--- config.mk ---
export PLATFORM = sky130hd
export DESIGN_NAME = rx_irq_ctrl_top
export DESIGN_NICKNAME = d
export VERILOG_FILES = /design/src/shared/rx_irq_pkg.sv /design/src/level_compare.sv /design/src/event_status.sv /design/src/rx_irq_ctrl_top.sv
export SDC_FILE = /design/constraint.sdc
export NUM_CORES = 1
export LEC_CHECK = 0
export CORE_MARGIN = 2
export CORE_UTILIZATION = 61
export CTS_CLUSTER_DIAMETER = 200
export DETAILED_ROUTE_END_ITERATION = 6
export DONT_BUFFER_PORTS = 1
export HOLD_SLACK_MARGIN = 0.1
export PLACE_DENSITY = 0.77
export SLEW_MARGIN = 30
export SYNTH_ARGS = -nofsm -noshare
export SYNTH_HDL_FRONTEND = slang
export SYNTH_HIERARCHICAL = 1
export SYNTH_SLANG_ARGS = --single-unit
--- constraint.sdc ---
create_clock -name CLK -period 2.56 [get_ports CLK]
set_clock_uncertainty 0.1 [all_clocks]
set_input_delay 0.512 -clock CLK [delete_from_list [all_inputs] [get_ports CLK]]
set_output_delay 0.512 -clock CLK [all_outputs]
set_load 0.05 [all_outputs]
--- src/shared/rx_irq_pkg.sv ---
// Purpose: shared constants and types of the receive interrupt control block
// Assumes: 16-bit register port, byte offsets on an 8-bit address
// Notes: offsets of the select and event registers are local choices
`default_nettype none
package rx_irq_pkg;

    // ==========================================================
    // register offsets
    localparam logic [7:0] OFS_CTRL = 8'h00;
    localparam logic [7:0] OFS_CMD = 8'h04;
    localparam logic [7:0] OFS_EVT = 8'h08;
    localparam logic [7:0] OFS_MASK = 8'h0C;

    // ==========================================================
    // field positions
    localparam int POS_TC_SEL = 0;
    localparam int POS_WORD = 3;
    localparam int POS_TSA_SEL = 8;
    localparam int POS_HI_LSB = 8;
    localparam int POS_SLOT_LSB = 9;
    localparam int POS_COUNT_LSB = 9;
    localparam int POS_DELAY_LSB = 13;
    localparam int POS_CMD_LSB = 12;
    localparam int SLOT_NUM_W = 7;
    localparam int DELAY_W = 3;
    localparam int COUNT_W = 4;
    localparam int CMD_W = 4;
    // arm bits 7,6,5,4,2,1; bits 3 and 0 are selects
    localparam logic [7:0] ARM_BITS = 8'hF6;

    // ==========================================================
    // reset values and codes
    localparam logic [7:0] LOW_RST = 8'h00;
    localparam logic [7:0] THR_RST = 8'h00;
    localparam logic [15:0] TC_RST = 16'h0000;
    localparam logic [3:0] CMD_SLOT = 4'h4;
    localparam logic [3:0] CMD_FILL = 4'h5;
    localparam logic [3:0] CMD_IRQ_THR = 4'h6;
    localparam logic [3:0] CMD_DMA_THR = 4'h7;

    // ==========================================================
    // interrupt events
    localparam int EV_STAT = 0;
    localparam int EV_DATA = 1;
    localparam int EV_DMA = 2;
    localparam int EV_NUM = 3;

    typedef enum logic [3:0] {
        VIEW_FILL = 4'b0001,
        VIEW_SLOT = 4'b0010,
        VIEW_IRQ = 4'b0100,
        VIEW_DMA = 4'b1000
    } view_t;

    typedef struct packed {
        logic [6:0] number;
        logic [2:0] bit_delay;
        logic [3:0] count;
    } slot_cfg_t;

    localparam slot_cfg_t SLOT_RST = '0;

endpackage
`default_nettype wire

--- src/level_compare.sv ---
// Purpose: registered fill-level against threshold comparison
// Assumes: level and threshold come from logic on the same clock
// Notes: request is strictly above the threshold
`timescale 1ns/1ns
`default_nettype none
module level_compare #(
    parameter int W = 8
) (
    // clock and reset
    input wire logic clk,
    input wire logic rst_n,
    // compare inputs
    input wire logic [W-1:0] level,
    input wire logic [W-1:0] thr,
    // results
    output logic req,
    output logic rise
);

    logic req_r;
    logic rise_r;
    logic above;

    assign above = level > thr;

    // ==========================================================
    // request and its rising edge
    always_ff @(posedge clk)
    begin
        if (!rst_n)
        begin
            req_r <= 1'b0;
            rise_r <= 1'b0;
        end
        else
        begin
            req_r <= above;
            rise_r <= above && !req_r;
        end
    end

    assign req = req_r;
    assign rise = rise_r;

endmodule
`default_nettype wire

--- src/event_status.sv ---
// Purpose: sticky event status with mask and one level interrupt
// Assumes: a read strobe of the status register clears it
// Notes: an event in the clearing cycle survives the clear
`timescale 1ns/1ns
`default_nettype none
module event_status #(
    parameter int N = 3
) (
    // clock and reset
    input wire logic clk,
    input wire logic rst_n,
    // events and software access
    input wire logic [N-1:0] set,
    input wire logic rd_clr,
    input wire logic mask_wr,
    input wire logic [N-1:0] mask_in,
    // state and interrupt
    output logic [N-1:0] status,
    output logic [N-1:0] mask,
    output logic irq
);

    logic [N-1:0] status_r;
    logic [N-1:0] mask_r;

    // ==========================================================
    // sticky bits, set wins over the read clear
    always_ff @(posedge clk)
    begin
        if (!rst_n)
            status_r <= '0;
        else
            status_r <= (rd_clr ? '0 : status_r) | set;
    end

    always_ff @(posedge clk)
    begin
        if (!rst_n)
            mask_r <= '0;
        else if (mask_wr)
            mask_r <= mask_in;
    end

    assign status = status_r;
    assign mask = mask_r;
    assign irq = |(status_r & mask_r);

    property p_set_wins;
        @(posedge clk) disable iff (!rst_n)
        (rd_clr && |set) |=> ((status_r & $past(set)) == $past(set));
    endproperty
    a_set_wins: assert property (p_set_wins)
        else $error("event lost in clearing cycle");

endmodule
`default_nettype wire

--- src/rx_irq_ctrl_top.sv ---
// Purpose: receive interrupt control register with multiplexed upper byte
// Assumes: status flags, fill level and time constants come from this clock
// Notes: upper byte view follows the last select command written
//
// Added by the designer: the address-and-strobe port and the register addresses.
`timescale 1ns/1ns
`default_nettype none

// Notes on behaviour
// RQ1: in the slot view bits 15-9 are a readable, writable byte count from frame sync that starts reception.
// RQ2: in the offset/count view bits 15-13 are a write-only bit delay before reception starts.
// RQ3: a slot count of zero disables the slot assigner, else it gives consecutive slots per frame.
// RQ4: in the fill view, which holds after reset, the upper byte reads the receive queue fill level.
// RQ5: in the interrupt threshold view a data interrupt is requested while the fill exceeds it.
// RQ6: in the DMA threshold view a DMA request is raised while the fill exceeds it.
// RQ7: bit 7 arms the interrupt for leaving hunt, status bit 7.
// RQ8: bit 6 arms the interrupt for idle line received, status bit 6.
// RQ9: bit 5 arms the interrupt for break or abort, status bit 5.
// RQ10: bit 4 arms the interrupt for the receive boundary, status bit 4.
// RQ11: bit 2 arms the interrupt for abort or parity error, status bit 2.
// RQ12: bit 1 arms the interrupt for receiver overrun, status bit 1.
// RQ13: bit 3 makes queued status cover the two oldest characters instead of the oldest.
// RQ14: bit 0 makes time constant 0 reads return a captured count instead of the constant.
// RQ15: the upper view follows the last select command; in the slot view bit 8 picks number or offset/count.
// RQ16: a status interrupt request needs both the status flag and its arm bit.
module rx_irq_ctrl_top (
    // clock and reset
    input wire logic CLK,
    input wire logic RST_N,
    // register port
    input wire logic [7:0] ADDR,
    input wire logic [15:0] WDATA,
    input wire logic WR,
    input wire logic RD,
    output logic [15:0] RDATA,
    // receiver side
    input wire logic [7:0] RX_STATUS,
    input wire logic [7:0] FIFO_LEVEL,
    // baud rate generator 0
    input wire logic [15:0] TC0_VALUE,
    input wire logic [15:0] TC0_COUNT,
    input wire logic TC0_RD,
    output logic [15:0] TC0_RDATA,
    // requests and selects
    output logic STATUS_IRQ_REQ,
    output logic DATA_IRQ_REQ,
    output logic DMA_REQ,
    output logic TWO_CHAR_STATUS,
    output rx_irq_pkg::slot_cfg_t SLOT_CFG,
    output logic TSA_ENABLE,
    // interrupt
    output logic IRQ
);
    import rx_irq_pkg::*;

    // ==========================================================
    // helpers
    function automatic logic hit(input logic [7:0] a, input logic [7:0] ofs);
        hit = (a == ofs);
    endfunction

    function automatic logic [3:0] view_code(input view_t v);
        case (v)
            VIEW_SLOT: view_code = CMD_SLOT;
            VIEW_IRQ: view_code = CMD_IRQ_THR;
            VIEW_DMA: view_code = CMD_DMA_THR;
            default: view_code = CMD_FILL;
        endcase
    endfunction

    // ==========================================================
    // state
    view_t view_r;
    view_t view_nxt;
    logic [7:0] low_r;
    slot_cfg_t slot_r;
    logic [7:0] irq_thr_r;
    logic [7:0] dma_thr_r;
    logic [15:0] rdata_r;
    logic [15:0] rd_val;
    logic [7:0] ctrl_hi;
    logic [15:0] tc0_r;
    logic status_req_r;
    logic status_rise_r;
    logic wr_ctrl;
    logic wr_cmd;
    logic wr_mask;
    logic rd_evt;
    logic [3:0] cmd_in;
    logic data_rise;
    logic dma_rise;
    logic [EV_NUM-1:0] ev_set;
    logic [EV_NUM-1:0] ev_status;
    logic [EV_NUM-1:0] ev_mask;
    logic past_run_r;

    // ==========================================================
    // address decode
    assign wr_ctrl = WR && hit(ADDR, OFS_CTRL);
    assign wr_cmd = WR && hit(ADDR, OFS_CMD);
    assign wr_mask = WR && hit(ADDR, OFS_MASK);
    assign rd_evt = RD && hit(ADDR, OFS_EVT);
    assign cmd_in = WDATA[POS_CMD_LSB +: CMD_W];

    // ==========================================================
    // view select
    always_comb
    begin
        view_nxt = view_r;
        if (wr_cmd)
        begin
            case (cmd_in)
                CMD_SLOT: view_nxt = VIEW_SLOT; // RQ15
                CMD_FILL: view_nxt = VIEW_FILL; // RQ15
                CMD_IRQ_THR: view_nxt = VIEW_IRQ; // RQ15
                CMD_DMA_THR: view_nxt = VIEW_DMA; // RQ15
                default: view_nxt = view_r;
            endcase
        end
    end

    // fill view after reset
    always_ff @(posedge CLK)
    begin
        if (!RST_N)
            view_r <= VIEW_FILL; // RQ4
        else
            view_r <= view_nxt;
    end

    // ==========================================================
    // lower byte: arm bits and selects, writable in every view
    always_ff @(posedge CLK)
    begin
        if (!RST_N)
            low_r <= LOW_RST;
        else if (wr_ctrl)
            low_r <= WDATA[7:0]; // RQ7 RQ8 RQ9 RQ10 RQ11 RQ12 RQ13 RQ14
    end

    // ==========================================================
    // slot assigner fields
    always_ff @(posedge CLK)
    begin
        if (!RST_N)
            slot_r <= SLOT_RST;
        else if (wr_ctrl && view_r == VIEW_SLOT)
        begin
            if (!WDATA[POS_TSA_SEL])
                slot_r.number <= WDATA[POS_SLOT_LSB +: SLOT_NUM_W]; // RQ1
            else
            begin
                slot_r.bit_delay <= WDATA[POS_DELAY_LSB +: DELAY_W]; // RQ2
                slot_r.count <= WDATA[POS_COUNT_LSB +: COUNT_W]; // RQ3
            end
        end
    end

    assign SLOT_CFG = slot_r;
    assign TSA_ENABLE = (slot_r.count != '0); // RQ3

    // ==========================================================
    // thresholds
    always_ff @(posedge CLK)
    begin
        if (!RST_N)
            irq_thr_r <= THR_RST;
        else if (wr_ctrl && view_r == VIEW_IRQ)
            irq_thr_r <= WDATA[POS_HI_LSB +: 8]; // RQ5
    end

    always_ff @(posedge CLK)
    begin
        if (!RST_N)
            dma_thr_r <= THR_RST;
        else if (wr_ctrl && view_r == VIEW_DMA)
            dma_thr_r <= WDATA[POS_HI_LSB +: 8]; // RQ6
    end

    // thresholds keep working whichever view is selected
    level_compare #(.W(8)) u_data_cmp (
        .clk(CLK),
        .rst_n(RST_N),
        .level(FIFO_LEVEL),
        .thr(irq_thr_r),
        .req(DATA_IRQ_REQ),
        .rise(data_rise)
    ); // RQ5

    level_compare #(.W(8)) u_dma_cmp (
        .clk(CLK),
        .rst_n(RST_N),
        .level(FIFO_LEVEL),
        .thr(dma_thr_r),
        .req(DMA_REQ),
        .rise(dma_rise)
    ); // RQ6

    // ==========================================================
    // status interrupt request
    always_ff @(posedge CLK)
    begin
        if (!RST_N)
        begin
            status_req_r <= 1'b0;
            status_rise_r <= 1'b0;
        end
        else
        begin
            status_req_r <= |(RX_STATUS & low_r & ARM_BITS); // RQ16
            status_rise_r <= |(RX_STATUS & low_r & ARM_BITS) && !status_req_r;
        end
    end

    assign STATUS_IRQ_REQ = status_req_r;
    assign TWO_CHAR_STATUS = low_r[POS_WORD]; // RQ13

    // ==========================================================
    // time constant 0 read path
    // snapshot taken only on the read strobe so a running count reads stable
    always_ff @(posedge CLK)
    begin
        if (!RST_N)
            tc0_r <= TC_RST;
        else if (TC0_RD)
            tc0_r <= low_r[POS_TC_SEL] ? TC0_COUNT : TC0_VALUE; // RQ14
    end

    assign TC0_RDATA = tc0_r;

    // ==========================================================
    // event status and interrupt
    always_comb
    begin
        ev_set = '0;
        ev_set[EV_STAT] = status_rise_r;
        ev_set[EV_DATA] = data_rise;
        ev_set[EV_DMA] = dma_rise;
    end

    event_status #(.N(EV_NUM)) u_evt (
        .clk(CLK),
        .rst_n(RST_N),
        .set(ev_set),
        .rd_clr(rd_evt),
        .mask_wr(wr_mask),
        .mask_in(WDATA[EV_NUM-1:0]),
        .status(ev_status),
        .mask(ev_mask),
        .irq(IRQ)
    );

    // ==========================================================
    // read mux, data stand one cycle after the strobe only
    always_comb
    begin
        case (view_r)
            VIEW_SLOT: ctrl_hi = {slot_r.number, 1'b0}; // RQ1 RQ2
            VIEW_IRQ: ctrl_hi = irq_thr_r; // RQ5
            VIEW_DMA: ctrl_hi = dma_thr_r; // RQ6
            default: ctrl_hi = FIFO_LEVEL; // RQ4
        endcase
    end

    always_comb
    begin
        rd_val = 16'h0000;
        if (hit(ADDR, OFS_CTRL))
            rd_val = {ctrl_hi, low_r};
        else if (hit(ADDR, OFS_CMD))
            rd_val = {view_code(view_r), 12'h000};
        else if (hit(ADDR, OFS_EVT))
            rd_val = 16'(ev_status);
        else if (hit(ADDR, OFS_MASK))
            rd_val = 16'(ev_mask);
    end

    always_ff @(posedge CLK)
    begin
        if (!RST_N)
            rdata_r <= 16'h0000;
        else
            rdata_r <= RD ? rd_val : 16'h0000;
    end

    assign RDATA = rdata_r;

    // ==========================================================
    // checks
    always_ff @(posedge CLK)
    begin
        if (!RST_N)
            past_run_r <= 1'b0;
        else
            past_run_r <= 1'b1;
    end

    property p_slot_num;
        @(posedge CLK) disable iff (!RST_N)
        (wr_ctrl && view_r == VIEW_SLOT && !WDATA[POS_TSA_SEL]) ##1 (RD && hit(ADDR, OFS_CTRL))
        |=> RDATA[15:9] == $past(WDATA[15:9], 2) && !RDATA[8];
    endproperty
    a_slot_num: assert property (p_slot_num) // RQ1
        else $error("slot number not read back");

    property p_delay;
        @(posedge CLK) disable iff (!RST_N)
        (wr_ctrl && view_r == VIEW_SLOT && WDATA[POS_TSA_SEL])
        |=> SLOT_CFG.bit_delay == $past(WDATA[15:13]) && $stable(SLOT_CFG.number);
    endproperty
    a_delay: assert property (p_delay) // RQ2
        else $error("bit delay write wrong");

    property p_count;
        @(posedge CLK) disable iff (!RST_N)
        (wr_ctrl && view_r == VIEW_SLOT && WDATA[POS_TSA_SEL])
        |=> TSA_ENABLE == ($past(WDATA[12:9]) != 4'h0);
    endproperty
    a_count: assert property (p_count) // RQ3
        else $error("slot count enable wrong");

    property p_fill;
        @(posedge CLK) disable iff (!RST_N)
        (RD && hit(ADDR, OFS_CTRL) && view_r == VIEW_FILL)
        |=> RDATA[15:8] == $past(FIFO_LEVEL);
    endproperty
    a_fill: assert property (p_fill) // RQ4
        else $error("fill level not shown");

    property p_data_req;
        @(posedge CLK) disable iff (!RST_N)
        past_run_r |-> DATA_IRQ_REQ == ($past(FIFO_LEVEL) > $past(irq_thr_r));
    endproperty
    a_data_req: assert property (p_data_req) // RQ5
        else $error("data interrupt request wrong");

    property p_dma_req;
        @(posedge CLK) disable iff (!RST_N)
        past_run_r |-> DMA_REQ == ($past(FIFO_LEVEL) > $past(dma_thr_r));
    endproperty
    a_dma_req: assert property (p_dma_req) // RQ6
        else $error("dma request wrong");

    property p_arm;
        @(posedge CLK) disable iff (!RST_N)
        (wr_ctrl ##1 (RX_STATUS == 8'hFF))
        |=> STATUS_IRQ_REQ == |($past(WDATA, 2) & 16'h00F6);
    endproperty
    a_arm: assert property (p_arm) // RQ7 RQ8 RQ9 RQ10 RQ11 RQ12
        else $error("arm bit does not gate status");

    property p_word;
        @(posedge CLK) disable iff (!RST_N)
        wr_ctrl |=> TWO_CHAR_STATUS == $past(WDATA[3]);
    endproperty
    a_word: assert property (p_word) // RQ13
        else $error("two character select wrong");

    property p_tc0;
        @(posedge CLK) disable iff (!RST_N)
        TC0_RD |=> TC0_RDATA == ($past(low_r[0]) ? $past(TC0_COUNT) : $past(TC0_VALUE));
    endproperty
    a_tc0: assert property (p_tc0) // RQ14
        else $error("time constant read wrong");

    property p_view;
        @(posedge CLK) disable iff (!RST_N)
        (wr_cmd && cmd_in == CMD_IRQ_THR) ##1 (RD && hit(ADDR, OFS_CTRL))
        |=> RDATA[15:8] == $past(irq_thr_r);
    endproperty
    a_view: assert property (p_view) // RQ15
        else $error("view does not follow command");

    property p_status;
        @(posedge CLK) disable iff (!RST_N)
        past_run_r |-> STATUS_IRQ_REQ == |($past(RX_STATUS) & $past(low_r) & 8'hF6);
    endproperty
    a_status: assert property (p_status) // RQ16
        else $error("status request without flag and arm");

endmodule
`default_nettype wire

==> results.toml, run 1 <==
[clock_network]
clkSlewWorstSetupHoldPaths_ns = 0.09
h-tree-depth = 3
cts_sinks = 86
insertion_delay_ns = 0.36
ctsHoldBuffers = 0
cts_setup_buffers = 0
cts_tree = "done"
cts_made_buffers = 9
cts_repair_resize_count = 0
cts-root-buf = "clkbuf_8"
ctsLongestPathBuffers = 2

[yosys]
syn_inst = 414
synth.avg_cell_area_sq_um = 9.41
yosys.area_share.simple_pct = 19.5
synthFlopType = "dfxtp_1"
netlist_area_sq_mm = 0.00390
synth_warnings = 6
syn_nets = 507
synthXorXnorAreaFrac_pct = 0
synthMuxAreaShare_pct = 13.9
synth_fa_ha_area_share_pct = 5.14
yosysSeqAreaShare_pct = 44.2
yosysUniqueCellTypes = 43
synth_edf_count = 0
ys_ff_latch = 86
synth_compound_area_share_pct = 13.1
synth_top_family_by_area = "simple AND/OR/NAND/NOR gates"
synth-async-reset-ratio_pct = 0

[setup_path]
end_kind = "output pin"
crit_chain = "or4_1"
required_ns = 1.95
cp-start-kind = "register"
crit_start = "SLOT_CFG[3]$_SDFFE_PN0P_"
slowest_stage = "or4_1"
worst-path-buf-inv = 0
path_class = "reg -> out"
worstPathArrival_ns = 1.65
slowest_delay_ns = 0.81
r2r_start = "view_r[1]$_SDFFE_PN0P_"
crit_fanout = 3
critical_path.top_delay_family = "simple AND/OR/NAND/NOR gates"

[drt]
dr.pass1.iters = 6
drt.antenna.violating_nets = 0
drcViolationCount = 0
drt_wl_total_microns = 8830
vias_per_cell = 6.06
drtIter0Drc = 152
route.vias.total = 3030
wl_per_cell_microns = 17.7

[global_routing]
overflow = 0
grt_pass1_wl_microns = 14200
grt_pass1_vias = 2945
grt_max_degree = 35
grt.total_usage_pct = 25.1
antenna_found_initial = 0

[floorplanning]
die_y_microns = 83.9
core_area_sq_mm = 0.00628
ioPinCount = 129
num_rows = 29
dieArea_sq_mm = 0.00705
die_w_microns = 83.9
initial_core_util_pct = 62.1

[power]
sw_frac_of_total_pct = 23.6
finalPower_mw = 2.61
seq_power_share_pct = 55.5
p_int_mw = 1.99
pwr-share-clk_pct = 40.4
p_leak_nw = 1.65
p_switching_mw = 0.616
power_density_mw_per_mm2 = 617
peakVddDrop_mv = 0.493
p_comb_share_pct = 4.1

[sta]
period_share_pct = 88.5
setup_viol_count_final = 0
setup_tns_ns = 0
fmax_ghz = 0.442
post-route-min-period_ns = 2.27
max-slew-margin-rel_pct = 46.0
final_max_slew_viol_count = 0
worstMarginPinSlew_ns = 0.804
final-hold-violation-count = 0
grt_setup_unrepaired = "false"

[hold_path]
min_from = "TC0_RD"
hp-class = "in -> reg"

[placed_design]
dp_hpwl_microns = 6590
numPortBuffers = 0
place_congestion = 0.881

[run]
cap_violations = 0

[finish]
drive_gt1_share_pct = 9.46
syn2layout_area_growth_pct = 8.38
final_nets = 511
diodes = 0

[status]
status = "finished, final reports clean"
==> per-stage QoR <==
stage	worst slack (ns)	cell area, sq um	util [%]	hold WS, ns	cells
floorplan	0.211	3900	-	0.318	414
global placement	0.326	4000	63.7	0.324	484
detailed placement	0.299	4000	63.7	0.333	484
CTS	0.279	4220	67.3	0.126	500
global route	0.266	4220	67.3	0.125	500
finish	0.295	4220	67.3	0.136	500
==> final cells by class <==
class,count,area (sq um)
inverter,19,71.3
multi-input combinational,289,2010
clock inverter,5,81.3
fill,532,2050
sequential,86,1720
tap,77,96.3
timing repair buffer,13,97.6
clock buffer,11,141
==> cells by family after synthesis <==
kind of cell    count (synthesis)
simple gates                  144
flops                          86
compound gates                 75
mux                            54
buf+inv                        39
fa+ha+maj                      16
==> cells in the mapped netlist, types with 3 or more instances <==
cell      count  area (sq um)
nand3_1      10          50.1
and2_1        5          31.3
o21a_1        3          22.5
o21ai_0      10          50.1
ha_1         16           200
nor2_1       42           158
mux2i_1      54           541
o211ai_1      3          22.5
nand2_1      43           161
inv_1        18          67.6
nand3b_1      6          45.0
a222oi_1      5          50.1
dfxtp_1      86          1720
clkbuf_1     15          56.3
a22oi_1       4          30.0
a21oi_1      18          90.1
nand4_1       5          31.3
nor2b_1      10          62.6
a211oi_1     23           173
==> cell usage in the layout, fill, tap and decap left out, types with 3 or more instances in the layout <==
| cell type | synthesis | final |
|---|---|---|
| nand4_1 | 5 | 5 |
| a21oi_1 | 18 | 18 |
| a222oi_1 | 5 | 5 |
| o21ai_0 | 10 | 10 |
| clkbuf_8 | 0 | 10 |
| nand3_1 | 10 | 10 |
| a22oi_1 | 4 | 4 |
| nor2_1 | 42 | 42 |
| dfxtp_1 | 86 | 85 |
| buf_4 | 0 | 13 |
| nor2b_1 | 10 | 10 |
| o21a_1 | 3 | 3 |
| nand3b_1 | 6 | 6 |
| and2_1 | 5 | 5 |
| nand2_1 | 43 | 43 |
| mux2i_1 | 54 | 54 |
| inv_1 | 18 | 18 |
| ha_1 | 16 | 16 |
| a211oi_1 | 23 | 23 |
| o211ai_1 | 3 | 3 |
==> metal layers <==
| layer | wire length, microns | global-route usage, % |
|---|---|---|
| met1 | 3930 | 32.7 |
| met2 | 4130 | 40.0 |
| met3 | 635 | 6.33 |
| met4 | 129 | 9.97 |
| met5 | 0 | 0 |
==> power by group through the flow <==
stage	combinational [mW]	clock, mW	sequential (mW)
floorplan	0.101	0	1.47
global placement	0.101	0	1.48
detailed placement	0.106	0	1.48
CTS	0.107	1.07	1.45
global route	0.121	1.12	1.45
finish	0.107	1.05	1.45
==> worst paths after layout <==
| kind | to | slack [ns] | depth (start not counted) |
|---|---|---|---|
| worst min register to register | u_evt/status[2]$_SDFF_PN0_ | 0.35 | 1 |
| worst max-delay path | TSA_ENABLE | 0.30 | 1 |
| worst min-delay path | TC0_RDATA[11]$_SDFFE_PN0P_ | 0.14 | 1 |
| worst max register to register | SLOT_CFG[3]$_SDFFE_PN0P_ | 0.52 | 4 |
==> registers in the layout, summed over array words and instances (netlist names) <==
name,count
u_evt/mask,3
low_r,8
view_r,4
u_dma_cmp/req,1
STATUS_IRQ_REQ,1
u_data_cmp/rise,1
u_evt/status,3
TC0_RDATA,16
u_data_cmp/req,1
u_dma_cmp/rise,1
irq_thr_r,8
RDATA,16
SLOT_CFG,14
status_rise_r,1
dma_thr_r,8
No activity file was read; power rests on OpenSTA's default activity.
==> inputs of run 2 (changes only) <==
--- a/config.mk
+++ b/config.mk
@@ -5,7 +5,6 @@
 export SDC_FILE = /design/constraint.sdc
 export NUM_CORES = 1
 export LEC_CHECK = 0
-export CORE_MARGIN = 2
 export CORE_UTILIZATION = 61
 export CTS_CLUSTER_DIAMETER = 200
 export DETAILED_ROUTE_END_ITERATION = 6
==> results.toml, run 2 (synthesis gave the netlist of run 1 again) <==
[power]
peakVddDrop_mv = 0.451
p_leak_nw = 1.63
p_int_mw = 1.86
sw_frac_of_total_pct = 25.1
pwr-share-clk_pct = 37.7
p_switching_mw = 0.626
p_comb_share_pct = 4.2
seq_power_share_pct = 58.1
power_density_mw_per_mm2 = 591

[sta]
worstMarginPinSlew_ns = 0.800
setup_ws_ns = 0.284
period_share_pct = 88.9
post-route-min-period_ns = 2.28
final_max_slew_viol_count = 0
max-slew-margin-rel_pct = 46.3
fmax_ghz = 0.439
final-hold-violation-count = 0
setup_tns_ns = 0
grt_setup_unrepaired = "false"
setup_viol_count_final = 0

[global_routing]
grt.total_usage_pct = 25.1
grt_max_degree = 35
grt_pass1_vias = 2598
antenna_found_initial = 0
grt_pass1_wl_microns = 12600
overflow = 0

[floorplanning]
num_rows = 28
die_w_microns = 81.9
initial_core_util_pct = 64.7
dieArea_sq_mm = 0.00671
die_y_microns = 81.9
core_area_sq_mm = 0.00603
ioPinCount = 129

[setup_path]
critical_path.top_delay_family = "simple AND/OR/NAND/NOR gates"
crit_chain = "or4_1"
cp-start-kind = "register"
r2r_start = "view_r[3]$_SDFFE_PN0P_"
slowest_delay_ns = 0.81
slowest_stage = "or4_1"
worstPathArrival_ns = 1.66
crit_fanout = 3
ff2ff_path_depth = 5
rrSetupSlack_ns = 0.42
end_kind = "output pin"
worst-path-buf-inv = 0
path_class = "reg -> out"
r2r-end = "dma_thr_r[1]$_SDFFE_PN0P_"
required_ns = 1.95

[status]
status = "finished, final reports clean"

[drt]
drt.antenna.violating_nets = 0
dr.pass1.iters = 5
drcViolationCount = 0
vias_per_cell = 6.03
route.vias.total = 3005
drt_wl_total_microns = 8420
wl_per_cell_microns = 16.9
drtIter0Drc = 222

[hold_path]
min_to = "TC0_RDATA[11]$_SDFFE_PN0P_"
hp-class = "in -> reg"
min_from = "TC0_RD"
hold-path-cell-count = 1

[clock_network]
cts-root-buf = "clkbuf_8"
cts_sinks = 86
ctsHoldBuffers = 0
cts_setup_buffers = 0
ctsLongestPathBuffers = 2
clkSlewWorstSetupHoldPaths_ns = 0.09
cts_repair_resize_count = 0
h-tree-depth = 3
cts_tree = "done"
cts_made_buffers = 9
insertion_delay_ns = 0.36

[placed_design]
place_congestion = 0.914
numPortBuffers = 0
dp_hpwl_microns = 6290
dp_slack_ns = 0.294

[finish]
final_nets = 512
drive_gt1_share_pct = 9.69
layout_commonest_cell = "dfxtp_1"
syn2layout_area_growth_pct = 8.09
diodes = 0
mostFrequentLayoutCells = "dfxtp_1 (85), mux2i_1 (54), nand2_1 (43), nor2_1 (42), a211oi_1 (23)"

[run]
cap_violations = 0
-- run 2: cell count changes in the layout (fill, tap and decap cells not counted) --
cell,change
clkinvlp_4,+2
buf_12,+1
bufinv_16,-1
clkbuf_1,-1
clkbuf_8,-1
clkinv_2,-1
inv_6,+1
-- run 2: how the worst max path moves through the flow --
stage                             start                    endpoint  slack (ns)  depth (start not counted)
2_1_floorplan                   ADDR[7]  u_evt/status[0]$_SDFF_PN0_        0.21                          6
3_3_place_gp                    ADDR[7]  u_evt/status[1]$_SDFF_PN0_        0.33                          6
3_5_place_dp                    ADDR[7]  u_evt/status[0]$_SDFF_PN0_        0.29                          6
4_1_cts        SLOT_CFG[3]$_SDFFE_PN0P_                  TSA_ENABLE        0.27                          1
5_1_grt          view_r[3]$_SDFFE_PN0P_   dma_thr_r[0]$_SDFFE_PN0P_        0.24                          5
6_report       SLOT_CFG[3]$_SDFFE_PN0P_                  TSA_ENABLE        0.28                          1
-- run 2: through the flow --
stage	util (%)	power (mW)	instance area (sq um)	std cells	hold WS [ns]
after floorplan	-	1.58	3900	414	0.318
after global placement	66.7	1.58	4020	483	0.325
after detailed placement	66.7	1.58	4020	483	0.332
after CTS	69.9	2.51	4210	498	0.125
after global routing	69.9	2.57	4210	498	0.127
final	69.9	2.49	4210	498	0.142
-- run 2: layout make-up --
class | instances | area, sq um
clock inverter | 6 | 70.1
fill | 502 | 1810
sequential | 86 | 1720
clock buffer | 9 | 124
inverter | 19 | 71.3
tap | 75 | 93.8
timing repair buffer | 14 | 118
multi-input combinational | 289 | 2010
-- run 2: power groups by stage --
stage          combinational (mW)  clock (mW)  sequential, mW
2_1_floorplan               0.101           0            1.47
5_1_grt                     0.118        1.00            1.45
4_1_cts                     0.105       0.954            1.45
3_5_place_dp                0.105           0            1.48
6_report                    0.105       0.938            1.45
3_3_place_gp                0.100           0            1.48
-- run 2: worst reg2reg max path, cell delays in order, from the launching register on --
cell	delay (ns)
dfxtp_1	0.47
nor4b_1	0.58
buf_12	0.21
nand4_2	0.34
mux2i_1	0.28
nor2_1	0.06
-- run 2: routing by layer --
layer / track usage (%) / share of wire, % / vias up
met2: 36.8 / 46 / 110
met4: 7.19 / 0.69 / 0
met3: 7.89 / 7.4 / 6
met5: 0 / 0 / -
met1: 35.1 / 46 / 1400
li1: - / - / 1489
==> inputs of run 3 (changes only) <==
--- a/config.mk
+++ b/config.mk
@@ -5,6 +5,7 @@
 export SDC_FILE = /design/constraint.sdc
 export NUM_CORES = 1
 export LEC_CHECK = 0
+export ABC_AREA = 1
 export CORE_UTILIZATION = 61
 export CTS_CLUSTER_DIAMETER = 200
 export DETAILED_ROUTE_END_ITERATION = 6
==> constraint.sdc (replaced) <==
create_clock -name CLK -period 2.55 [get_ports CLK]
set_clock_uncertainty 0.1 [all_clocks]
set_input_delay 0.51 -clock CLK [delete_from_list [all_inputs] [get_ports CLK]]
set_output_delay 0.51 -clock CLK [all_outputs]
set_load 0.05 [all_outputs]
==> results.toml, run 3 <==
[sta]
fmax_ghz = 0.490
worstMarginPinSlew_ns = 0.611
max-slew-margin-rel_pct = 59.1
setup_viol_count_final = 0
final-hold-violation-count = 0
setup_tns_ns = 0
final_max_slew_viol_count = 0
period_share_pct = 80.0
post-route-min-period_ns = 2.04
grt_setup_unrepaired = "false"

[finish]
final_nets = 675
diodes = 0
layout_commonest_cell = "nand2_1"
syn2layout_area_growth_pct = 5.63
drive_gt1_share_pct = 8.01
mostFrequentLayoutCells = "nand2_1 (151), dfxtp_1 (86), inv_1 (80), nor2_1 (62), a21oi_1 (45)"

[yosys]
yosysTopAreaCellShare_pct = 41.2
syn_inst = 588
synth_commonest_cells = "nand2_1 (151), dfxtp_1 (86), inv_1 (80), nor2_1 (62), a21oi_1 (45)"
synth_top_area_cell = "dfxtp_1"
yosysMostFrequentCell = "nand2_1"
yosysUniqueCellTypes = 30
ys_ff_latch = 86
yosysSeqAreaShare_pct = 41.2
synth_warnings = 6
netlist_area_sq_mm = 0.00418
synth-async-reset-ratio_pct = 0
syn_nets = 681
synth.area.top_cells = "dfxtp_1 (41%), nand2_1 (14%), inv_1 (7.2%), nor2_1 (5.6%), a21oi_1 (5.4%)"
synth.avg_cell_area_sq_um = 7.11
synth_edf_count = 0
synthFlopType = "dfxtp_1"

[clock_network]
ctsHoldBuffers = 0
cts_setup_buffers = 0
insertion_delay_ns = 0.35
ctsLongestPathBuffers = 2
cts-root-buf = "clkbuf_8"
cts_sinks = 86
h-tree-depth = 3
cts_made_buffers = 9
cts_repair_resize_count = 0
cts_tree = "done"
clkSlewWorstSetupHoldPaths_ns = 0.09

[hold_path]
hold-path-cell-count = 1
min_from = "RST_N"
min_to = "view_r[0]$_SDFFE_PN1P_"
hp-class = "in -> reg"

[power]
finalPower_mw = 2.64
power_density_mw_per_mm2 = 598
p_leak_nw = 2.01
peakVddDrop_mv = 0.345

[setup_path]
worstPathArrival_ns = 1.43
end_kind = "output pin"
rrSetupSlack_ns = 0.82
slowest_stage = "nand4_1"
crit_chain = "buf_4 > inv_1 > nand4_1"
r2r-end = "irq_thr_r[6]$_SDFFE_PN0P_"
cp-start-kind = "register"
r2r_start = "view_r[2]$_SDFFE_PN0P_"
slowest_delay_ns = 0.50
ff2ff_path_depth = 7
path_class = "reg -> out"
required_ns = 1.94
crit_fanout = 2

[status]
status = "finished with violations"
violations = "DRC"

[global_routing]
grt_pass1_wl_microns = 15400
grt_max_degree = 49
grt_pass1_vias = 3370
grt.total_usage_pct = 26.8
antenna_found_initial = 0
overflow = 0

[placed_design]
numPortBuffers = 0
dp_hpwl_microns = 6870
place_congestion = 0.883

[drt]
drt.antenna.violating_nets = 0
dr.pass1.iters = 7
dr_wl_met3_microns = 808
route.vias.total = 3695
wl_per_cell_microns = 14.1
drt_wl_total_microns = 9340
drcViolationCount = 6
met2_length_microns = 4330
wl_met1_microns = 4130
vias_per_cell = 5.56
drtIter0Drc = 311
highest_layer = "met4"

[floorplanning]
dieArea_sq_mm = 0.00719
core_area_sq_mm = 0.00649
die_y_microns = 84.8
ioPinCount = 129
initial_core_util_pct = 64.4
die_w_microns = 84.8
num_rows = 29

[run]
cap_violations = 0
## run 3: changes by cell type after synthesis, moves of 8 or more
cell	previous run	this run
nand2_1	43	151
inv_1	18	80
mux2i_1	54	0
a21oi_1	18	45
nand3_1	10	35
a211oi_1	23	0
nor2_1	42	62
nand4_1	5	21
o211ai_1	3	16
nor2b_1	10	0
nor2_2	0	8
## run 3: final cells by class
type,instances,area (sq um)
Fill cell,603,2080
Inverter,86,325
Clock inverter,6,91.3
Timing Repair Buffer,5,37.5
Clock buffer,10,138
Sequential cell,86,1720
Multi-Input combinational cell,394,2010
Tap cell,77,96.3
## run 3: power by group
| part | internal, mW | total [mW] | leakage, nW | switching [mW] |
|---|---|---|---|---|
| clock | 0.586 | 1.08 | 0.117 | 0.494 |
| sequential | 1.37 | 1.46 | 0.698 | 0.0900 |
| combinational | 0.0460 | 0.106 | 1.20 | 0.0597 |
## run 3: how the worst max path moves through the flow
stage,startpoint,endpoint,slack [ns],cells after the start
floorplan,SLOT_CFG[3]$_SDFFE_PN0P_,TSA_ENABLE,0.78,2
global placement,ADDR[7],low_r[0]$_SDFFE_PN0N_,0.65,6
detailed placement,ADDR[7],low_r[0]$_SDFFE_PN0N_,0.62,6
CTS,SLOT_CFG[3]$_SDFFE_PN0P_,TSA_ENABLE,0.50,3
global route,SLOT_CFG[2]$_SDFFE_PN0P_,TSA_ENABLE,0.44,3
finish,SLOT_CFG[2]$_SDFFE_PN0P_,TSA_ENABLE,0.51,3
## run 3: cell families after synthesis
family / synth area share (%)
AND/OR/NAND/NOR: 32.2
buffers and inverters: 10.8
flip-flops: 41.2
AO/OA/AOI/OAI: 11.0
adder cells (fa/ha/maj): 4.79
## run 3: worst max-delay path: cells and delay by family (launching register included)
kind | cells | cell delay [ns]
buf+inv | 2 | 0.26
simple gates | 1 | 0.50
flops | 1 | 0.31
## run 3: layer usage
metal / vias to the layer above / global-route usage, %
met5: - / 0
met4: 0 / 7.09
met3: 9 / 7.96
met2: 173 / 42.1
met1: 1643 / 36.2
li1: 1870 / -
## run 3: through the flow
step	setup WS [ns]	instance area [sq um]	hold WS [ns]	util (%)	std cells
floorplan	0.784	4180	0.314	-	588
global placement	0.653	4190	0.333	64.5	648
detailed placement	0.623	4190	0.334	64.5	648
CTS	0.496	4420	0.144	68.0	664
global route	0.440	4420	0.136	68.0	664
finish	0.511	4420	0.177	68.0	664
